===== src/rtl/seq_ext_pkg.sv =====
// Purpose: Shared constants for the sequencer extension register group.
// Assumes: Registers sit behind an 8-bit index port and an 8-bit data port.
// Notes: Field positions are bit numbers inside the 8-bit registers.
package seq_ext_pkg;
  localparam logic [7:0] IDX_CURSOR_ATTR = 8'h12;
  localparam logic [7:0] IDX_PATTERN = 8'h13;
  localparam logic [7:0] IDX_SCRATCH2 = 8'h14;
  localparam logic [7:0] IDX_SCRATCH3 = 8'h15;
  localparam logic [7:0] IDX_MAP_CTRL = 8'h17;
  localparam logic [7:0] IDX_SIG_CTRL = 8'h18;
  localparam logic [7:0] IDX_SIG_LOW = 8'h19;
  localparam logic [7:0] IDX_SIG_HIGH = 8'h1a;
  localparam logic [7:0] REG_RESET = 8'h00;
  localparam logic [7:0] ATTR_RW_MASK = 8'h87;
  localparam int ATTR_PROTECT = 7;
  localparam int ATTR_SIZE = 2;
  localparam int ATTR_EXT = 1;
  localparam int ATTR_ENABLE = 0;
  localparam logic [7:0] PAT_RW_MASK = 8'h1f;
  localparam int PAT_RO_ONE = 5;
  localparam logic [7:0] MAP_RW_MASK = 8'hcc;
  localparam int MAP_RETRY = 7;
  localparam int MAP_LINEAR = 6;
  localparam int MAP_SUBSYS_WR = 3;
  localparam int MAP_MMIO_EN = 2;
  localparam int SIG_BLIT = 7;
  localparam int SIG_PCLK_OFF = 6;
  localparam int SIG_PRNG = 5;
  localparam int SIG_SEL_HI = 4;
  localparam int SIG_SEL_LO = 2;
  localparam int SIG_CLR = 1;
  localparam int SIG_START = 0;
  localparam logic [8:0] EXT_BASE = 9'h100;
  localparam logic [8:0] CURSOR_BG_ENTRY = 9'h100;
  localparam logic [8:0] CURSOR_FG_ENTRY = 9'h101;
  localparam logic [8:0] BORDER_ENTRY = 9'h102;
  localparam logic [8:0] SPARE_X1_ENTRY = 9'h10f;
  localparam logic [3:0] EXT_BG_CODE = 4'h0;
  localparam logic [3:0] EXT_SPARE_CODE = 4'h1;
  localparam logic [3:0] EXT_FG_CODE = 4'hf;
  localparam logic [3:0] ICON_FIRST = 4'h3;
  localparam logic [3:0] ICON_LAST = 4'h6;
  localparam logic [3:0] RSVD_FIRST = 4'ha;
  localparam logic [3:0] RSVD_LAST = 4'hd;
  localparam int CURSOR_REGION_BITS = 13;
  localparam int CURSOR_TOP_BITS = 15;
  localparam int SMALL_PAT_SHIFT = 8;
  localparam int LARGE_PAT_SHIFT = 10;
  localparam logic [21:0] LINEAR_MMIO_BASE = 22'h3fff00;
  localparam logic [21:0] BLIT_MMIO_BYTES = 22'h000024;
  localparam logic [3:0] SEG_FIELD_ZERO = 4'h0;
  localparam logic [1:0] GR_MAP_SEGMENTED = 2'h1;
  localparam logic [1:0] PANEL_NONE_SEL = 2'h3;
  localparam logic [15:0] MISR_TAPS = 16'h8016;
  localparam logic [15:0] PRNG_TAPS = 16'hb400;
  localparam logic [15:0] PRNG_SEED = 16'h0001;
endpackage


===== src/rtl/sig_link_if.sv =====
// Purpose: Carries signature control and results between register bank and generator.
// Assumes: Single clock domain.
// Notes: done is a one-cycle pulse at end of the captured frame.
interface sig_link_if;
  logic start;
  logic clear;
  logic panel_mode;
  logic [2:0] sel;
  logic prng_en;
  logic done;
  logic [15:0] result;
  logic [15:0] prng;
  modport ctrl (output start, clear, panel_mode, sel, prng_en, input done, result, prng);
  modport gen (input start, clear, panel_mode, sel, prng_en, output done, result, prng);
endinterface


===== src/rtl/palette_ext_map.sv =====
// Purpose: Maps a host palette index onto the standard or extended table entry.
// Assumes: Extended table holds 16 entries from 256 upward.
// Notes: Purely combinational; caller registers the result.
module palette_ext_map (
  input wire logic ext_access_in,
  input wire logic icon_3color_in,
  input wire logic [7:0] host_index_in,
  output logic [8:0] entry_out,
  output logic reserved_out
);
  logic [3:0] code;
  assign code = host_index_in[3:0];
  always_comb begin
    reserved_out = 1'b0;
    if (!ext_access_in) begin
      entry_out = {1'b0, host_index_in};
    end else begin
      if (code == seq_ext_pkg::EXT_BG_CODE) begin
        entry_out = seq_ext_pkg::CURSOR_BG_ENTRY;
      end else if (code == seq_ext_pkg::EXT_FG_CODE) begin
        entry_out = seq_ext_pkg::CURSOR_FG_ENTRY;
      end else if (code == seq_ext_pkg::EXT_SPARE_CODE) begin
        // Index X1h takes the slot left free by the foreground colour
        entry_out = seq_ext_pkg::SPARE_X1_ENTRY;
      end else begin
        entry_out = seq_ext_pkg::EXT_BASE | {5'h00, code};
      end
      if (code >= seq_ext_pkg::ICON_FIRST && code <= seq_ext_pkg::ICON_LAST) begin
        reserved_out = icon_3color_in;
      end else if (code >= seq_ext_pkg::RSVD_FIRST && code <= seq_ext_pkg::RSVD_LAST) begin
        reserved_out = 1'b1;
      end
    end
  end
endmodule


===== src/rtl/seq_ext_cursor_sig_regs.sv =====
// Purpose: Sequencer extension registers for cursor, palette access, memory map and signature.
// Assumes: Host reaches registers through an index port and a data port, each with a read strobe and a write strobe.
// Notes: Data reads answer one cycle after the strobe on io_rdata_out.
// Overview of operation
// Border colour from attribute field or entry 258
// Size bit picks 32x32 or 64x64 cursor
// Extended bit switches host to 16 extra entries
// X0h, XFh, X2h map to 256, 257, 258
// X3h-X6h icon colours, reserved in three-colour mode
// Enable bit shows or hides the cursor
// Small cursor: five bits pick 32 patterns
// Large cursor: bits 4:2 pick 8 patterns
// Patterns live in 8K within top 32K
// Pattern register bit 5 always reads one
// Two scratch pads reset zero, firmware only
// Retry bit re-reads after memory read time-out
// Clear map bit, zero segment, map 01: segmented
// Map bit, non-zero segment: linear at 3FFF00
// Subsystem ID writable only when bit set
// Enable maps block-transfer registers as 36 bytes
// Bit 7 enables block-transfer signature generator
// Bit 6 stops pixel clock and pixel drivers
// Bit 5 puts pseudo-random data on memory
// Select field picks luma bit or panel colour
// Start bit runs one frame, then clears
// Sixteen-bit result read as low, high bytes
// Reset bit zeroes the accumulated signature
module seq_ext_cursor_sig_regs #(
  parameter int MEM_ADDR_W = 22,
  parameter int MEM_DATA_W = 64
) (
  input wire logic clk_in,
  input wire logic sys_rst_in,
  input wire logic io_index_wr_in,
  input wire logic io_index_rd_in,
  input wire logic io_data_wr_in,
  input wire logic io_data_rd_in,
  input wire logic [7:0] io_wdata_in,
  output logic [7:0] io_rdata_out,
  input wire logic [7:0] host_pal_index_in,
  input wire logic icon_3color_in,
  input wire logic [5:0] attribute_border_field_in,
  input wire logic [3:0] linear_segment_field_in,
  input wire logic [1:0] graphics_memory_map_field_in,
  input wire logic mem_read_timeout_in,
  input wire logic [21:0] host_mem_addr_in,
  input wire logic frame_start_in,
  input wire logic pixel_valid_in,
  input wire logic [7:0] video_port_luma_bits_in,
  input wire logic [2:0] panel_rgb_in,
  input wire logic panel_mode_in,
  input wire logic [MEM_DATA_W-1:0] mem_data_in,
  output logic cursor_enable_out,
  output logic cursor_large_out,
  output logic [MEM_ADDR_W-1:0] cursor_pattern_addr_out,
  output logic [8:0] palette_table_entry_out,
  output logic palette_reserved_out,
  output logic [8:0] border_entry_out,
  output logic border_from_attr_out,
  output logic mem_read_retry_out,
  output logic mmio_segmented_out,
  output logic mmio_linear_out,
  output logic blit_mmio_enable_out,
  output logic blit_mmio_hit_out,
  output logic subsystem_id_wr_en_out,
  output logic blit_sig_enable_out,
  output logic pixel_clock_disable_out,
  output logic [MEM_DATA_W-1:0] mem_data_out,
  output logic sig_busy_out
);
  generate
    if (MEM_ADDR_W < seq_ext_pkg::CURSOR_TOP_BITS || MEM_ADDR_W > 32) begin : g_bad_addr
      $error("MEM_ADDR_W must cover the cursor region");
    end
    if (MEM_DATA_W < 16 || MEM_DATA_W % 16 != 0) begin : g_bad_data
      $error("MEM_DATA_W must be a multiple of 16");
    end
  endgenerate

  logic [7:0] index_q;
  logic [7:0] attr_q;
  logic [7:0] pattern_q;
  logic [7:0] scratch2_q;
  logic [7:0] scratch3_q;
  logic [7:0] map_q;
  logic [7:0] sig_q;
  logic [7:0] sig_d;
  logic [7:0] rdata_q;
  logic [8:0] pal_entry;
  logic pal_rsvd;
  logic [12:0] pat_offset;

  sig_link_if link ();

  function automatic logic [7:0] read_mux(input logic [7:0] idx, input logic [7:0] attr,
      input logic [7:0] pat, input logic [7:0] s2, input logic [7:0] s3,
      input logic [7:0] map, input logic [7:0] sig, input logic [15:0] res);
    logic [7:0] v;
    v = 8'h00;
    if (idx == seq_ext_pkg::IDX_CURSOR_ATTR) begin
      v = attr;
    end else if (idx == seq_ext_pkg::IDX_PATTERN) begin
      v = (pat & seq_ext_pkg::PAT_RW_MASK) | (8'h01 << seq_ext_pkg::PAT_RO_ONE);
    end else if (idx == seq_ext_pkg::IDX_SCRATCH2) begin
      v = s2;
    end else if (idx == seq_ext_pkg::IDX_SCRATCH3) begin
      v = s3;
    end else if (idx == seq_ext_pkg::IDX_MAP_CTRL) begin
      v = map;
    end else if (idx == seq_ext_pkg::IDX_SIG_CTRL) begin
      v = sig;
    end else if (idx == seq_ext_pkg::IDX_SIG_LOW) begin
      v = res[7:0];
    end else if (idx == seq_ext_pkg::IDX_SIG_HIGH) begin
      v = res[15:8];
    end
    return v;
  endfunction

  function automatic logic wr_hit(input logic wr, input logic [7:0] idx,
      input logic [7:0] target);
    return wr && idx == target;
  endfunction

  always_ff @(posedge clk_in) begin
    if (sys_rst_in) begin
      index_q <= seq_ext_pkg::REG_RESET;
    end else if (io_index_wr_in) begin
      index_q <= io_wdata_in;
    end
  end

  always_ff @(posedge clk_in) begin
    if (sys_rst_in) begin
      attr_q <= seq_ext_pkg::REG_RESET;
      pattern_q <= seq_ext_pkg::REG_RESET;
      map_q <= seq_ext_pkg::REG_RESET;
    end else begin
      if (wr_hit(io_data_wr_in, index_q, seq_ext_pkg::IDX_CURSOR_ATTR)) begin
        attr_q <= io_wdata_in & seq_ext_pkg::ATTR_RW_MASK;
      end
      if (wr_hit(io_data_wr_in, index_q, seq_ext_pkg::IDX_PATTERN)) begin
        pattern_q <= io_wdata_in & seq_ext_pkg::PAT_RW_MASK;
      end
      if (wr_hit(io_data_wr_in, index_q, seq_ext_pkg::IDX_MAP_CTRL)) begin
        map_q <= io_wdata_in & seq_ext_pkg::MAP_RW_MASK;
      end
    end
  end

  // Scratch pads belong to firmware; hardware stores them and never alters them
  always_ff @(posedge clk_in) begin
    if (sys_rst_in) begin
      scratch2_q <= seq_ext_pkg::REG_RESET;
      scratch3_q <= seq_ext_pkg::REG_RESET;
    end else begin
      if (wr_hit(io_data_wr_in, index_q, seq_ext_pkg::IDX_SCRATCH2)) begin
        scratch2_q <= io_wdata_in;
      end
      if (wr_hit(io_data_wr_in, index_q, seq_ext_pkg::IDX_SCRATCH3)) begin
        scratch3_q <= io_wdata_in;
      end
    end
  end

  // A host write that sets start in the done cycle wins over the hardware clear
  always_comb begin
    sig_d = sig_q;
    if (link.done) begin
      sig_d[seq_ext_pkg::SIG_START] = 1'b0;
    end
    if (wr_hit(io_data_wr_in, index_q, seq_ext_pkg::IDX_SIG_CTRL)) begin
      sig_d = io_wdata_in;
    end
  end

  always_ff @(posedge clk_in) begin
    if (sys_rst_in) begin
      sig_q <= seq_ext_pkg::REG_RESET;
    end else begin
      sig_q <= sig_d;
    end
  end

  always_ff @(posedge clk_in) begin
    if (sys_rst_in) begin
      rdata_q <= 8'h00;
    end else if (io_index_rd_in) begin
      rdata_q <= index_q;
    end else if (io_data_rd_in) begin
      rdata_q <= read_mux(index_q, attr_q, pattern_q, scratch2_q, scratch3_q, map_q, sig_q,
        link.result);
    end
  end

  assign io_rdata_out = rdata_q;

  assign link.start = sig_q[seq_ext_pkg::SIG_START];
  assign link.clear = sig_q[seq_ext_pkg::SIG_CLR];
  assign link.sel = sig_q[seq_ext_pkg::SIG_SEL_HI:seq_ext_pkg::SIG_SEL_LO];
  assign link.panel_mode = panel_mode_in;
  assign link.prng_en = sig_q[seq_ext_pkg::SIG_PRNG];

  sig_gen u_sig_gen (
    .clk_in(clk_in),
    .sys_rst_in(sys_rst_in),
    .link(link),
    .frame_start_in(frame_start_in),
    .pixel_valid_in(pixel_valid_in),
    .luma_in(video_port_luma_bits_in),
    .panel_rgb_in(panel_rgb_in)
  );

  palette_ext_map u_palette_ext_map (
    .ext_access_in(attr_q[seq_ext_pkg::ATTR_EXT]),
    .icon_3color_in(icon_3color_in),
    .host_index_in(host_pal_index_in),
    .entry_out(pal_entry),
    .reserved_out(pal_rsvd)
  );

  // Small patterns are 256 bytes apart, large ones 1 Kbyte; both fill 8 Kbytes
  always_comb begin
    if (attr_q[seq_ext_pkg::ATTR_SIZE]) begin
      pat_offset = {pattern_q[4:2], 10'h000};
    end else begin
      pat_offset = {pattern_q[4:0], 8'h00};
    end
  end

  always_ff @(posedge clk_in) begin
    if (sys_rst_in) begin
      cursor_pattern_addr_out <= '0;
      palette_table_entry_out <= 9'h000;
      palette_reserved_out <= 1'b0;
      border_entry_out <= 9'h000;
      border_from_attr_out <= 1'b1;
    end else begin
      // Region is the topmost 8 Kbytes, inside the top 32 Kbytes
      cursor_pattern_addr_out <= {{(MEM_ADDR_W - seq_ext_pkg::CURSOR_REGION_BITS){1'b1}},
        pat_offset};
      palette_table_entry_out <= pal_entry;
      palette_reserved_out <= pal_rsvd;
      if (attr_q[seq_ext_pkg::ATTR_PROTECT]) begin
        border_entry_out <= seq_ext_pkg::BORDER_ENTRY;
        border_from_attr_out <= 1'b0;
      end else begin
        border_entry_out <= {3'h0, attribute_border_field_in};
        border_from_attr_out <= 1'b1;
      end
    end
  end

  assign cursor_enable_out = attr_q[seq_ext_pkg::ATTR_ENABLE];
  assign cursor_large_out = attr_q[seq_ext_pkg::ATTR_SIZE];
  assign blit_mmio_enable_out = map_q[seq_ext_pkg::MAP_MMIO_EN];
  assign subsystem_id_wr_en_out = map_q[seq_ext_pkg::MAP_SUBSYS_WR];
  assign blit_sig_enable_out = sig_q[seq_ext_pkg::SIG_BLIT];
  assign pixel_clock_disable_out = sig_q[seq_ext_pkg::SIG_PCLK_OFF];
  assign sig_busy_out = sig_q[seq_ext_pkg::SIG_START];

  always_ff @(posedge clk_in) begin
    if (sys_rst_in) begin
      mem_read_retry_out <= 1'b0;
      mmio_segmented_out <= 1'b0;
      mmio_linear_out <= 1'b0;
      blit_mmio_hit_out <= 1'b0;
    end else begin
      mem_read_retry_out <= map_q[seq_ext_pkg::MAP_RETRY] && mem_read_timeout_in;
      mmio_segmented_out <= map_q[seq_ext_pkg::MAP_MMIO_EN] && !map_q[seq_ext_pkg::MAP_LINEAR]
        && linear_segment_field_in == seq_ext_pkg::SEG_FIELD_ZERO
        && graphics_memory_map_field_in == seq_ext_pkg::GR_MAP_SEGMENTED;
      mmio_linear_out <= map_q[seq_ext_pkg::MAP_MMIO_EN] && map_q[seq_ext_pkg::MAP_LINEAR]
        && linear_segment_field_in != seq_ext_pkg::SEG_FIELD_ZERO;
      blit_mmio_hit_out <= map_q[seq_ext_pkg::MAP_MMIO_EN] && map_q[seq_ext_pkg::MAP_LINEAR]
        && linear_segment_field_in != seq_ext_pkg::SEG_FIELD_ZERO
        && host_mem_addr_in >= seq_ext_pkg::LINEAR_MMIO_BASE
        && host_mem_addr_in < seq_ext_pkg::LINEAR_MMIO_BASE + seq_ext_pkg::BLIT_MMIO_BYTES;
    end
  end

  always_ff @(posedge clk_in) begin
    if (sys_rst_in) begin
      mem_data_out <= '0;
    end else if (sig_q[seq_ext_pkg::SIG_PRNG]) begin
      mem_data_out <= {(MEM_DATA_W / 16){link.prng}};
    end else begin
      mem_data_out <= mem_data_in;
    end
  end

  pattern_ro_a: assert property (@(posedge clk_in) disable iff (sys_rst_in)
    io_data_rd_in && !io_index_rd_in && index_q == seq_ext_pkg::IDX_PATTERN
    |=> io_rdata_out[5]) else $error("pattern bit 5 not one");

  border_pick_a: assert property (@(posedge clk_in) disable iff (sys_rst_in)
    attr_q[seq_ext_pkg::ATTR_PROTECT] |=> border_entry_out == 9'h102)
    else $error("border not from entry 258");

  border_attr_a: assert property (@(posedge clk_in) disable iff (sys_rst_in)
    !attr_q[seq_ext_pkg::ATTR_PROTECT]
    |=> border_entry_out == {3'h0, $past(attribute_border_field_in)})
    else $error("border not from attribute field");

  read_retry_a: assert property (@(posedge clk_in) disable iff (sys_rst_in)
    mem_read_timeout_in |=> mem_read_retry_out == $past(map_q[seq_ext_pkg::MAP_RETRY]))
    else $error("retry wrong");

  linear_map_a: assert property (@(posedge clk_in) disable iff (sys_rst_in)
    mmio_linear_out |-> !mmio_segmented_out && $past(linear_segment_field_in) != 4'h0)
    else $error("linear map wrong");

  segment_map_a: assert property (@(posedge clk_in) disable iff (sys_rst_in)
    map_q[seq_ext_pkg::MAP_MMIO_EN] && !map_q[seq_ext_pkg::MAP_LINEAR]
    && linear_segment_field_in == 4'h0 && graphics_memory_map_field_in == 2'h1
    |=> mmio_segmented_out) else $error("segmented map missing");

  large_pattern_a: assert property (@(posedge clk_in) disable iff (sys_rst_in)
    attr_q[seq_ext_pkg::ATTR_SIZE] |=> cursor_pattern_addr_out[9:0] == 10'h000)
    else $error("large pattern misaligned");

  small_pattern_a: assert property (@(posedge clk_in) disable iff (sys_rst_in)
    !attr_q[seq_ext_pkg::ATTR_SIZE] |=> cursor_pattern_addr_out[12:8] == $past(pattern_q[4:0]))
    else $error("small pattern wrong");

  start_done_a: assert property (@(posedge clk_in) disable iff (sys_rst_in)
    link.done && !io_data_wr_in |=> !sig_q[seq_ext_pkg::SIG_START])
    else $error("start not cleared on done");

  scratch_keep_a: assert property (@(posedge clk_in) disable iff (sys_rst_in)
    !io_data_wr_in |=> scratch2_q == $past(scratch2_q) && scratch3_q == $past(scratch3_q))
    else $error("scratch pad changed");

  cursor_bg_a: assert property (@(posedge clk_in) disable iff (sys_rst_in)
    attr_q[seq_ext_pkg::ATTR_EXT] && host_pal_index_in[3:0] == 4'h0
    |=> palette_table_entry_out == 9'h100) else $error("background entry wrong");

  cursor_fg_a: assert property (@(posedge clk_in) disable iff (sys_rst_in)
    attr_q[seq_ext_pkg::ATTR_EXT] && host_pal_index_in[3:0] == 4'hf
    |=> palette_table_entry_out == 9'h101) else $error("foreground entry wrong");

  std_palette_a: assert property (@(posedge clk_in) disable iff (sys_rst_in)
    !attr_q[seq_ext_pkg::ATTR_EXT]
    |=> palette_table_entry_out == {1'b0, $past(host_pal_index_in)})
    else $error("standard entry wrong");

  icon_reserved_a: assert property (@(posedge clk_in) disable iff (sys_rst_in)
    attr_q[seq_ext_pkg::ATTR_EXT] && host_pal_index_in[3:0] >= 4'h3
    && host_pal_index_in[3:0] <= 4'h6 |=> palette_reserved_out == $past(icon_3color_in))
    else $error("icon reservation wrong");

  result_high_a: assert property (@(posedge clk_in) disable iff (sys_rst_in)
    io_data_rd_in && !io_index_rd_in && index_q == seq_ext_pkg::IDX_SIG_HIGH
    |=> io_rdata_out == $past(link.result[15:8])) else $error("result high wrong");
endmodule


===== src/rtl/sig_gen.sv =====
// Purpose: Frame signature accumulator and pseudo-random word source.
// Assumes: frame_start_in pulses once per frame, pixel_valid_in once per pixel.
// Notes: Capture runs from the first frame start after arming to the next one.
module sig_gen (
  input wire logic clk_in,
  input wire logic sys_rst_in,
  sig_link_if.gen link,
  input wire logic frame_start_in,
  input wire logic pixel_valid_in,
  input wire logic [7:0] luma_in,
  input wire logic [2:0] panel_rgb_in
);
  typedef enum {SIG_IDLE, SIG_WAIT, SIG_RUN} sig_state_t;
  sig_state_t state_q;
  logic [15:0] misr_q;
  logic [15:0] prng_q;
  logic done_q;
  logic in_bit;

  always_comb begin
    in_bit = luma_in[link.sel];
    if (link.panel_mode) begin
      in_bit = (link.sel[1:0] == seq_ext_pkg::PANEL_NONE_SEL) ? 1'b0
        : panel_rgb_in[link.sel[1:0]];
    end
  end

  always_ff @(posedge clk_in) begin
    if (sys_rst_in || !link.start || link.clear) begin
      state_q <= SIG_IDLE;
    end else begin
      case (state_q)
        SIG_IDLE: state_q <= SIG_WAIT;
        SIG_WAIT: if (frame_start_in) state_q <= SIG_RUN;
        SIG_RUN: if (frame_start_in) state_q <= SIG_IDLE;
        default: state_q <= SIG_IDLE;
      endcase
    end
  end

  always_ff @(posedge clk_in) begin
    done_q <= !sys_rst_in && link.start && !link.clear && state_q == SIG_RUN && frame_start_in;
  end

  always_ff @(posedge clk_in) begin
    if (sys_rst_in || link.clear) begin
      misr_q <= 16'h0000;
    end else if (state_q == SIG_WAIT && frame_start_in) begin
      misr_q <= 16'h0000;
    end else if (state_q == SIG_RUN && pixel_valid_in && !frame_start_in) begin
      misr_q <= {misr_q[14:0], 1'b0} ^ (misr_q[15] ? seq_ext_pkg::MISR_TAPS : 16'h0000)
        ^ {15'h0000, in_bit};
    end
  end

  always_ff @(posedge clk_in) begin
    if (sys_rst_in) begin
      prng_q <= seq_ext_pkg::PRNG_SEED;
    end else if (link.prng_en) begin
      prng_q <= {prng_q[14:0], ^(prng_q & seq_ext_pkg::PRNG_TAPS)};
    end
  end

  assign link.done = done_q;
  assign link.result = misr_q;
  assign link.prng = prng_q;

  result_clear_a: assert property (@(posedge clk_in) disable iff (sys_rst_in)
    link.clear |=> misr_q == 16'h0000) else $error("signature not cleared");
  prng_step_a: assert property (@(posedge clk_in) disable iff (sys_rst_in)
    link.prng_en && $past(link.prng_en) |-> prng_q != $past(prng_q))
    else $error("prng stalled");
endmodule


===== config.mk =====
export PLATFORM = sky130hd
export DESIGN_NAME = seq_ext_cursor_sig_regs
export DESIGN_NICKNAME = d
export VERILOG_FILES = /design/src/rtl/seq_ext_pkg.sv /design/src/rtl/sig_link_if.sv /design/src/rtl/palette_ext_map.sv /design/src/rtl/seq_ext_cursor_sig_regs.sv /design/src/rtl/sig_gen.sv
export SDC_FILE = /design/constraint.sdc
export NUM_CORES = 1
export LEC_CHECK = 0
export BUFFER_PORTS_ARGS = -buffer_cell sky130_fd_sc_hd__clkbuf_2
export CORE_MARGIN = 2
export CORE_UTILIZATION = 49
export DETAILED_ROUTE_END_ITERATION = 8
export PLACE_DENSITY = 0.79
export SLEW_MARGIN = 40
export SYNTH_ARGS = -nofsm -noshare
export SYNTH_HDL_FRONTEND = slang
export SYNTH_SLANG_ARGS = --single-unit
export TNS_END_PERCENT = 1

===== constraint.sdc =====
create_clock -name clk_in -period 1.9 [get_ports clk_in]
set_input_delay 0.095 -clock clk_in [delete_from_list [all_inputs] [get_ports clk_in]]
set_output_delay 0.095 -clock clk_in [all_outputs]
set_load 0.1 [all_outputs]

==> results of run 1 <==
[stage by stage]
stage	std cells	hold slack [ns]	util
floorplan	774	0.196	-
global placement	1155	0.302	0.589
detailed placement	1155	0.300	0.589
CTS	1273	0.00371	0.690
global route	1273	0.00732	0.691
finish	1274	0.0249	0.691
[how the worst max path moves through the flow]
stage                                        from                           end  slack (ns)  depth (start not counted)
final                     index_q[5]$_SDFFE_PP0P_  io_rdata_out[4]$_SDFFE_PP0P_        0.09                          5
after global routing      index_q[2]$_SDFFE_PP0P_    scratch3_q[4]$_SDFFE_PP0P_       0.006                          4
after CTS                 index_q[2]$_SDFFE_PP0P_    scratch3_q[3]$_SDFFE_PP0P_        0.06                          4
after detailed placement  index_q[2]$_SDFFE_PP0P_    scratch3_q[0]$_SDFFE_PP0P_        0.12                          4
after global placement    index_q[5]$_SDFFE_PP0P_  io_rdata_out[4]$_SDFFE_PP0P_        0.15                          5
after floorplan           index_q[5]$_SDFFE_PP0P_     pattern_q[0]$_SDFFE_PP0P_        0.21                          4
[state kept, by name (all words and copies together) (netlist names), 4 cells and up]
signal and flops:
scratch2_q 8, mem_data_out 64, palette_table_entry_out 9, u_sig_gen.link.result 16, index_q 8, io_rdata_out 8, map_q 4, scratch3_q 8
cursor_pattern_addr_out 6, border_entry_out 7, pattern_q 5, u_sig_gen.link.prng 16, attr_q 4, sig_q 8
[layer usage]
| metal | GRT usage | wire length (um) | vias to the layer above |
|---|---|---|---|
| li1 | - | - | 3228 |
| met1 | 0.328 | 8680 | 3193 |
| met2 | 0.450 | 10300 | 286 |
| met3 | 0.0631 | 1390 | 50 |
| met4 | 0.106 | 607 | 0 |
| met5 | 0 | 0 | - |
[cell type report]
cell class	instances	area, sq um
diodes	1	2.50
clock buffers	18	429
clock inverters	13	155
fillers	1065	4440
inverters	4	15.0
multi-input cells	521	3210
flip-flops and latches	180	3600
well taps	184	230
repair buffers	353	2270
[repair_timing]
| item | in CTS | in global routing |
|---|---|---|
| setup endpoints to repair | 0 | 17 |
| hold buffers | 87 | 0 |
| hold endpoints to repair | 87 | 0 |
| resized for setup | 0 | 2 |
[worst min-delay path, delay by kind of cell]
kind / cells / cell delay, ns
buffers and inverters: 1 / 0.15
and+or+nand+nor: 1 / 0.09
AOI/OAI and AO/OA: 1 / 0.06
[cells by family (layout without fill, tap and decap cells)]
logic type      count (synthesis)  in the layout  synth area share
compound gates                165            165             0.135
buf+inv                        73            388            0.0495
simple gates                  284            284             0.218
flops                         180            180             0.506
other cells                     1             11          0.000527
mux                            55             55            0.0829
xor+xnor                        7              7           0.00861
[placed cells by master (no fill, tap or decap), types with 7 or more instances in the layout]
cell / synthesis / final
mux2i_1: 50 / 50
a21oi_1: 117 / 117
dfxtp_1: 180 / 179
nor2b_1: 11 / 10
nor2_1: 61 / 61
dlygate4sd3_1: 0 / 87
and2_1: 13 / 12
nand3_1: 12 / 12
nand3b_1: 7 / 7
conb_1: 1 / 10
buf_4: 20 / 17
nand2_1: 59 / 59
o21ai_0: 9 / 9
nand2b_1: 85 / 85
clkbuf_16: 0 / 17
clkbuf_2: 0 / 247
[report_power, final]
group / internal, uW / switching, uW / total (uW)
Clock: 1960 / 1530 / 3490
Sequential: 3880 / 49.0 / 3930
Combinational: 411 / 1230 / 1640
==> flow_summary_export.csv, run 1 <==
group,metric,value,unit
global_routing,grt_pass1_wl,33300,um
yosys,ys_seq_area_frac,0.506,
timing,slew_viol_final,0,
global_routing,grt_pass1_vias,6464,
yosys,yosys.cell_count.top_type,"dfxtp_1",
cts,cts_buffers,17,
worst_setup_path,reg2reg_setup_slack,0.09,ns
yosys,yosysTopAreaCell,"dfxtp_1",
yosys,synth-edff-count,0,
drt,final_antenna_net_count,0,
worst_setup_path,worst_r2r_endpoint,"io_rdata_out[4]$_SDFFE_PP0P_",
cts,clkSinkCount,180,
min_path,whs_path_depth,3,
yosys,ys_types,54,
worst_setup_path,start_kind,"flip-flop",
yosys,ys_top_cells_by_count,"dfxtp_1 (180), a21oi_1 (117), nand2b_1 (85)",
timing,setup_tns,0,ns
drt,first_iter_violations,588,
floorplanning,pin_count,261,
yosys,synth_top_cell_area_share,0.506,
floorplanning,die_height,125,um
yosys,yosysWarnings,0,
power_and_ir_drop,ir_worst_vdd,0.606,mV
timing,tightestPinTransition,0.607,ns
yosys,synth_ff_type,"dfxtp_1",
worst_setup_path,worstPathArrival,2.12,ns
yosys,synth_seq_cells,180,
drt,drt-pass1-iter-count,7,
cts,htreeDepth,4,
cells_and_area,syn2layout_area_growth,39.4,%
flow_run,max-cap-violations,0,
cts,cts.clk_slew.worst_paths,0.07,ns
timing,hold_viol_final,0,
drt,routed_wl,21000,um
worst_setup_path,critical_path_class,"flip-flop to flip-flop",
power_and_ir_drop,p_total,9060,uW
power_and_ir_drop,leakage,0.00455,uW
yosys,async_flop_share,0,
floorplanning,start_util,0.496,
timing,postLayoutSetupSlackWorst,0.0917,ns
worst_setup_path,slowest_stage,"or4b_4",
timing,layout_worst_path_cycle_share,0.952,
global_routing,grt_max_degree,115,
min_path,hold_class,"input pin to flip-flop",
worst_setup_path,slowest_delay,0.59,ns
cts,cts_buffer_depth,2,
timing,rsz0062_at_grt,"no",
cts,clock_latency,0.44,ns
placed_design,dpl.hpwl,13300,um
cells_and_area,postLayoutCellArea,9930,sq um
worst_setup_path,crit_chain,"or4b_4 -> nor2_1 -> buf_4 -> a22oi_1 -> o32ai_1",
floorplanning,die-area,15500,sq um
global_routing,grt_util_all_layers,0.266,
status,status,"finished, final reports clean",
global_routing,grt_overflow,0,
worst_setup_path,cp.required,2.22,ns
worst_setup_path,reg2regPathDepth,5,
worst_setup_path,crit_family,"simple AND/OR/NAND/NOR gates",
yosys,syn-cell-area,7120,sq um
drt,routed_via_density,5.30,
timing,setup_viol,0,
placed_design,port-buffer-count,248,
floorplanning,die_w,125,um
cells_and_area,fin_nets,1213,
floorplanning,fp-row-count,44,
drt,drc,0,
placed_design,dpl_cell_area,8460,sq um
yosys,syn_inst,765,
placed_design,place_congestion,0.919,
cts,tritoncts,"yes",
worst_setup_path,cp-end-kind,"flip-flop",
timing,clock_skew,0.0164,ns
min_path,min_from,"io_wdata_in[0]",
drt,wire_per_inst,16.5,um
worst_setup_path,worst-path-max-fanout,7,
placed_design,place_ws,0.115,ns
cts,cts-root-buf,"clkbuf_16",
worst_setup_path,path_buf_inv,1,
yosys,synthTopCellsByArea,"dfxtp_1 (51%), a21oi_1 (8.2%), nand2b_1 (7.5%)",
cells_and_area,drive_gt1_frac,0.286,
timing,relSlewSlack,0.597,
worst_setup_path,timing.rr.start,"index_q[5]$_SDFFE_PP0P_",
yosys,postSynthAreaPerCell,9.31,sq um
min_path,hold_end,"attr_q[0]$_SDFFE_PP0P_",
power_and_ir_drop,power_density,912,nW/um^2
cts,post_cts_buffers,0,
floorplanning,core,14400,sq um
global_routing,antenna_found_initial,0,
timing,period_needed,1.81,ns
drt,num_vias,6757,
timing,fmax,553,MHz
Note: power is estimated with default switching activity, not from simulation.
==> inputs of run 2 (changes only) <==
CORE_UTILIZATION = 45   (was 49)
PLACE_DENSITY = 0.77   (was 0.79)
clock period = 1.5 ns   (was 1.9 ns; I/O delays follow)
==> run 2 against run 1 <==
Effect of this change:
- first-iteration DRC count down 12%
- maximum frequency up 8.5%
- sequential cell count unchanged
- largest power group unchanged
- the flow now finishes with violations (negative setup slack)
==> flow_summary_export.csv, run 2 (same netlist as run 1, synthesis figures left out) <==
group,metric,value,unit
cts,cts_buffers,17,
worst_setup_path,critical_path_class,"flip-flop to flip-flop",
worst_setup_path,reg2regPathDepth,5,
drt,first_iter_violations,520,
global_routing,grt_max_degree,98,
drt,drt-pass1-iter-count,6,
placed_design,dpl.hpwl,13900,um
min_path,whs_path_depth,4,
timing,period_needed,1.67,ns
floorplanning,die-area,16800,sq um
timing,setup_viol,36,
cells_and_area,mostFrequentLayoutCells,"clkbuf_2 (241), dfxtp_1 (168), a21oi_1 (117), dlygate4sd3_1 (89), nand2b_1 (85)",
power_and_ir_drop,p_int,8210,uW
timing,layout_worst_path_cycle_share,1.11,
cts,tritoncts,"yes",
timing,slew_viol_final,0,
cells_and_area,diodes,0,
worst_setup_path,start_kind,"flip-flop",
worst_setup_path,worstPathArrival,1.96,ns
floorplanning,fp-row-count,45,
cts,clkSinkCount,180,
floorplanning,die_w,130,um
drt,routed_via_density,5.11,
cells_and_area,fin_nets,1247,
drt,num_vias,6826,
power_and_ir_drop,power_density,1130,nW/um^2
cells_and_area,largest_reg_flops,64,
cts,htreeDepth,4,
worst_setup_path,cp-end-kind,"flip-flop",
floorplanning,die_height,130,um
cts,clock_latency,0.43,ns
cells_and_area,seqCellArea,3620,sq um
timing,setup_tns,-2.15,ns
flow_run,max-cap-violations,0,
global_routing,grt_util_all_layers,0.253,
min_path,hold_class,"input pin to flip-flop",
power_and_ir_drop,leakage,0.00475,uW
floorplanning,start_util,0.465,
cells_and_area,drive_gt1_frac,0.322,
timing,holdWs,0.0198,ns
timing,hold_viol_final,0,
power_and_ir_drop,p_total,11700,uW
power_and_ir_drop,ir_worst_vdd,0.799,mV
timing,clock_skew,0.00848,ns
cells_and_area,final_common_cell,"clkbuf_2",
power_and_ir_drop,comb_power_share,0.185,
floorplanning,core,15300,sq um
drt,drc,0,
floorplanning,pin_count,261,
timing,tightestPinTransition,0.636,ns
global_routing,grt_pass1_vias,6529,
status,violations,"negative setup slack",
power_and_ir_drop,swShare,0.301,
power_and_ir_drop,power_switching,3530,uW
cells_and_area,nFillCells,1180,
drt,wire_per_inst,16.5,um
timing,fmax,600,MHz
cells_and_area,multi_input_area,3300,sq um
cts,cts_buffer_depth,2,
timing,postLayoutSetupSlackWorst,-0.166,ns
cts,cts.clk_slew.worst_paths,0.06,ns
worst_setup_path,cp.required,1.79,ns
cts,cts-root-buf,"clkbuf_16",
placed_design,port-buffer-count,248,
cells_and_area,syn2layout_area_growth,46.2,%
status,status,"complete, but fails checks",
power_and_ir_drop,pwr-share-clk,0.391,
drt,final_antenna_net_count,0,
placed_design,place_congestion,0.901,
global_routing,grt_pass1_wl,33300,um
cells_and_area,top_register,"mem_data_out",
drt,routed_wl,22000,um
timing,relSlewSlack,0.576,
global_routing,antenna_found_initial,0,
power_and_ir_drop,power.share.sequential,0.424,
timing,rsz0062_at_grt,"yes",
global_routing,grt_overflow,0,
worst_setup_path,worst-path-max-fanout,3,
-- run 2: changes by cell type in the layout (fill, tap and decap cells not counted), sizes merged --
cell,change
dlygate4sd3,+2
dlymetal6s4s,+1
diode,-1
bufinv,+1
clkinvlp,-1
clkbuf,-4
buf,+37
clkinv,-1
-- run 2: cell type report --
class,instances,area share
Sequential cell,180,0.348
Multi-Input combinational cell,521,0.317
Timing Repair Buffer,387,0.250
Clock buffer,20,0.0439
Tap cell,211,0.0254
Clock inverter,12,0.0145
Inverter,4,0.00144
-- run 2: power groups by stage --
| stage | combinational (uW) | clock (uW) | sequential [uW] |
|---|---|---|---|
| after floorplan | 578 | 0 | 5960 |
| after global placement | 1900 | 0 | 5080 |
| after detailed placement | 1920 | 0 | 5080 |
| after CTS | 2110 | 4640 | 4980 |
| after global routing | 2260 | 4830 | 4990 |
| final | 2170 | 4590 | 4980 |
-- run 2: metrics by stage --
step                cells  area, sq um  setup slack (ns)   util
detailed placement   1212         8770            -0.138  0.573
CTS                  1334        10300            -0.142  0.672
global route         1335        10400            -0.263  0.680
floorplan             774         7170           -0.0869      -
global placement     1212         8770            -0.122  0.573
finish               1335        10400            -0.166  0.680
-- run 2: final timing paths --
path | start | to | slack [ns]
max | index_q[6]$_SDFFE_PP0P_ | pattern_q[1]$_SDFFE_PP0P_ | -0.17
min reg2reg | u_sig_gen.link.result[2]$_SDFFE_PP0P_ | u_sig_gen.link.result[3]$_SDFFE_PP0P_ | 0.47
max reg2reg | index_q[6]$_SDFFE_PP0P_ | pattern_q[1]$_SDFFE_PP0P_ | -0.17
min | host_mem_addr_in[13] | blit_mmio_hit_out$_SDFF_PP0_ | 0.02
-- run 2: critical path, cell delays in order, from the launching register on --
cell	delay (ns)
dfxtp_2	0.34
or4b_4	0.57
nor4_4	0.21
buf_4	0.18
mux2i_1	0.18
nor2_1	0.05
-- run 2: repair_timing --
action / in CTS / in global routing
setup buffers: 0 / 0
pin swaps: 2 / 6
resized for setup: 10 / 31
hold buffers: 90 / 0
endpoints found under the hold margin: 92 / 0
endpoints found under the setup margin: 41 / 57
cloned: 0 / 1
-- run 2: metal layers --
metal / track usage / vias to the layer above / part of all wire
met5: 0 / - / 0
met2: 0.428 / 251 / 0.49
met4: 0.112 / 0 / 0.033
met1: 0.314 / 3213 / 0.42
met3: 0.0504 / 60 / 0.055
li1: - / 3302 / -
==> inputs of run 3 (changes only) <==
CTS_BUF_LIST = sky130_fd_sc_hd__clkbuf_16   (was default)
GPL_ROUTABILITY_DRIVEN = 0   (was default)
==> run 3 against run 2 <==
Effect of this change:
- hold slack better by 0.0070 ns
- critical path depth stayed put
- register-to-register slack worse by 0.04 ns
- die area stayed put
- worst setup slack worse by 0.036 ns
- global-route usage is 0.56 points higher
- clock power is 3% higher
- the run still ends with negative setup slack left
- clock skew is 0.0015 ns higher
- power is 1.2% higher
==> flow_summary_export.csv, run 3 (same netlist as run 1, synthesis figures left out) <==
group,metric,value,unit
timing,fmax,588,MHz
worst_setup_path,cp-end-kind,"flip-flop",
drt,final_antenna_net_count,0,
cells_and_area,drive_gt1_frac,0.314,
floorplanning,fp-row-count,45,
timing,slew_viol_final,0,
timing,hold_viol_final,0,
power_and_ir_drop,pwr-share-clk,0.400,
drt,wire_per_inst,16.6,um
power_and_ir_drop,power.share.sequential,0.419,
cts,cts_buffers,17,
power_and_ir_drop,p_int,8290,uW
cts,tritoncts,"yes",
timing,layout_worst_path_cycle_share,1.13,
floorplanning,core,15300,sq um
placed_design,port-buffer-count,248,
worst_setup_path,worstPathArrival,2.01,ns
min_path,hold_class,"input pin to flip-flop",
cts,htreeDepth,4,
timing,relSlewSlack,0.561,
power_and_ir_drop,power_switching,3590,uW
cells_and_area,final_common_cell,"clkbuf_2",
status,status,"complete, but fails checks",
timing,setup_tns,-3.50,ns
drt,drt-pass1-iter-count,5,
flow_run,max-cap-violations,0,
timing,clock_skew,0.00995,ns
cts,clock_latency,0.43,ns
drt,num_vias,6911,
floorplanning,start_util,0.465,
floorplanning,die_height,130,um
power_and_ir_drop,comb_power_share,0.181,
global_routing,grt_pass1_wl,33700,um
status,violations,"negative setup slack",
cts,cts_buffer_depth,2,
cts,cts-root-buf,"clkbuf_16",
placed_design,place_ws,-0.156,ns
worst_setup_path,crit_chain,"or4b_4 -> nor4_4 -> buf_4 -> mux2i_1 -> nor2_1",
cells_and_area,largest_reg_flops,64,
worst_setup_path,slowest_delay,0.58,ns
placed_design,dpl.hpwl,14000,um
floorplanning,die-area,16800,sq um
floorplanning,die_w,130,um
drt,drc,0,
cells_and_area,top_register,"mem_data_out",
worst_setup_path,cp.required,1.81,ns
floorplanning,pin_count,261,
power_and_ir_drop,leakage,0.00476,uW
cells_and_area,final_cells,1336,
cells_and_area,fin_nets,1247,
cells_and_area,multi_input_area,3230,sq um
drt,routed_wl,22200,um
worst_setup_path,start_kind,"flip-flop",
timing,tightestPinTransition,0.659,ns
power_and_ir_drop,power_density,1150,nW/um^2
global_routing,grt_max_degree,97,
cells_and_area,nFillCells,1165,
timing,holdWs,0.0267,ns
global_routing,grt_pass1_vias,6663,
global_routing,grt_overflow,0,
timing,period_needed,1.70,ns
power_and_ir_drop,swShare,0.302,
timing,setup_viol,43,
cts,clkSinkCount,180,
placed_design,dp_cells,1211,
cells_and_area,mostFrequentLayoutCells,"clkbuf_2 (238), dfxtp_1 (169), a21oi_1 (117), dlygate4sd3_1 (92), nand2b_1 (85)",
timing,postLayoutSetupSlackWorst,-0.202,ns
cts,post_cts_buffers,0,
drt,first_iter_violations,436,
timing,rsz0062_at_grt,"yes",
drt,routed_via_density,5.17,
worst_setup_path,slowest_stage,"or4b_4",
global_routing,grt_util_all_layers,0.259,
cts,cts.clk_slew.worst_paths,0.06,ns
cells_and_area,seqCellArea,3620,sq um
power_and_ir_drop,ir_worst_vdd,0.879,mV
worst_setup_path,worst-path-max-fanout,3,
global_routing,antenna_found_initial,0,
cells_and_area,syn2layout_area_growth,45.1,%
worst_setup_path,critical_path_class,"flip-flop to flip-flop",
run 3: changes by cell type in the layout (fill, tap and decap cells not counted), moves of 3 or more:
cell / before / now
clkinv_2: 4 / 0
nand4_4: 3 / 0
dlygate4sd3_1: 89 / 92
buf_4: 39 / 42
buf_6: 6 / 2
clkbuf_2: 241 / 238
nand4_2: 0 / 3
clkinv_4: 0 / 5
run 3: final cells by class:
| cell class | instances | share of cell area |
|---|---|---|
| flip-flops and latches | 180 | 0.350 |
| inverters | 4 | 0.00145 |
| repair buffers | 387 | 0.249 |
| diodes | 2 | 0.000484 |
| clock inverters | 14 | 0.0195 |
| clock buffers | 17 | 0.0412 |
| well taps | 211 | 0.0255 |
| multi-input cells | 521 | 0.312 |
run 3: repair_timing:
item                                   in CTS  in global routing
hold buffers                               91                  1
setup endpoints to repair                  47                 59
pin swaps                                   2                  4
resized for setup                           6                 17
endpoints found under the hold margin      88                  1
run 3: worst max-delay path, delay by kind of cell (launching register included):
| kind | cells | cell delay (ns) |
|---|---|---|
| simple gates | 3 | 0.86 |
| buf+inv | 1 | 0.19 |
| flops | 1 | 0.32 |
| mux | 1 | 0.20 |
run 3: stage by stage:
stage | cell area, sq um | utilization | total power [uW]
after detailed placement | 8750 | 0.571 | 7000
after global placement | 8750 | 0.571 | 6980
final | 10300 | 0.675 | 11900
after global routing | 10300 | 0.674 | 12200
after CTS | 10300 | 0.673 | 11900
after floorplan | 7170 | - | 6540
run 3: final timing paths:
| path | to | slack (ns) | startpoint | depth (start not counted) |
|---|---|---|---|---|
| worst min register to register | u_sig_gen.state_q[0]$_SDFFE_PP0P_ | 0.46 | u_sig_gen.state_q[1]$_SDFFE_PP0P_ | 1 |
| worst max register to register | pattern_q[2]$_SDFFE_PP0P_ | -0.20 | index_q[7]$_SDFFE_PP0P_ | 5 |
| worst min-delay path | blit_mmio_hit_out$_SDFF_PP0_ | 0.03 | host_mem_addr_in[13] | 4 |
| worst max-delay path | pattern_q[2]$_SDFFE_PP0P_ | -0.20 | index_q[7]$_SDFFE_PP0P_ | 5 |
run 3: layer usage:
metal / vias up / GRT usage / routed length, um
li1: 3295 / - / -
met1: 3216 / 0.313 / 9080
met2: 330 / 0.435 / 10900
met3: 70 / 0.0496 / 1400
met4: 0 / 0.140 / 893
met5: - / 0 / 0
run 3: power groups by stage:
stage | clock [uW] | combinational (uW) | sequential [uW]
2_1_floorplan | 0 | 578 | 5960
4_1_cts | 4790 | 2110 | 4970
6_report | 4750 | 2150 | 4980
3_3_place_gp | 0 | 1900 | 5080
5_1_grt | 5020 | 2240 | 4990
3_5_place_dp | 0 | 1920 | 5080
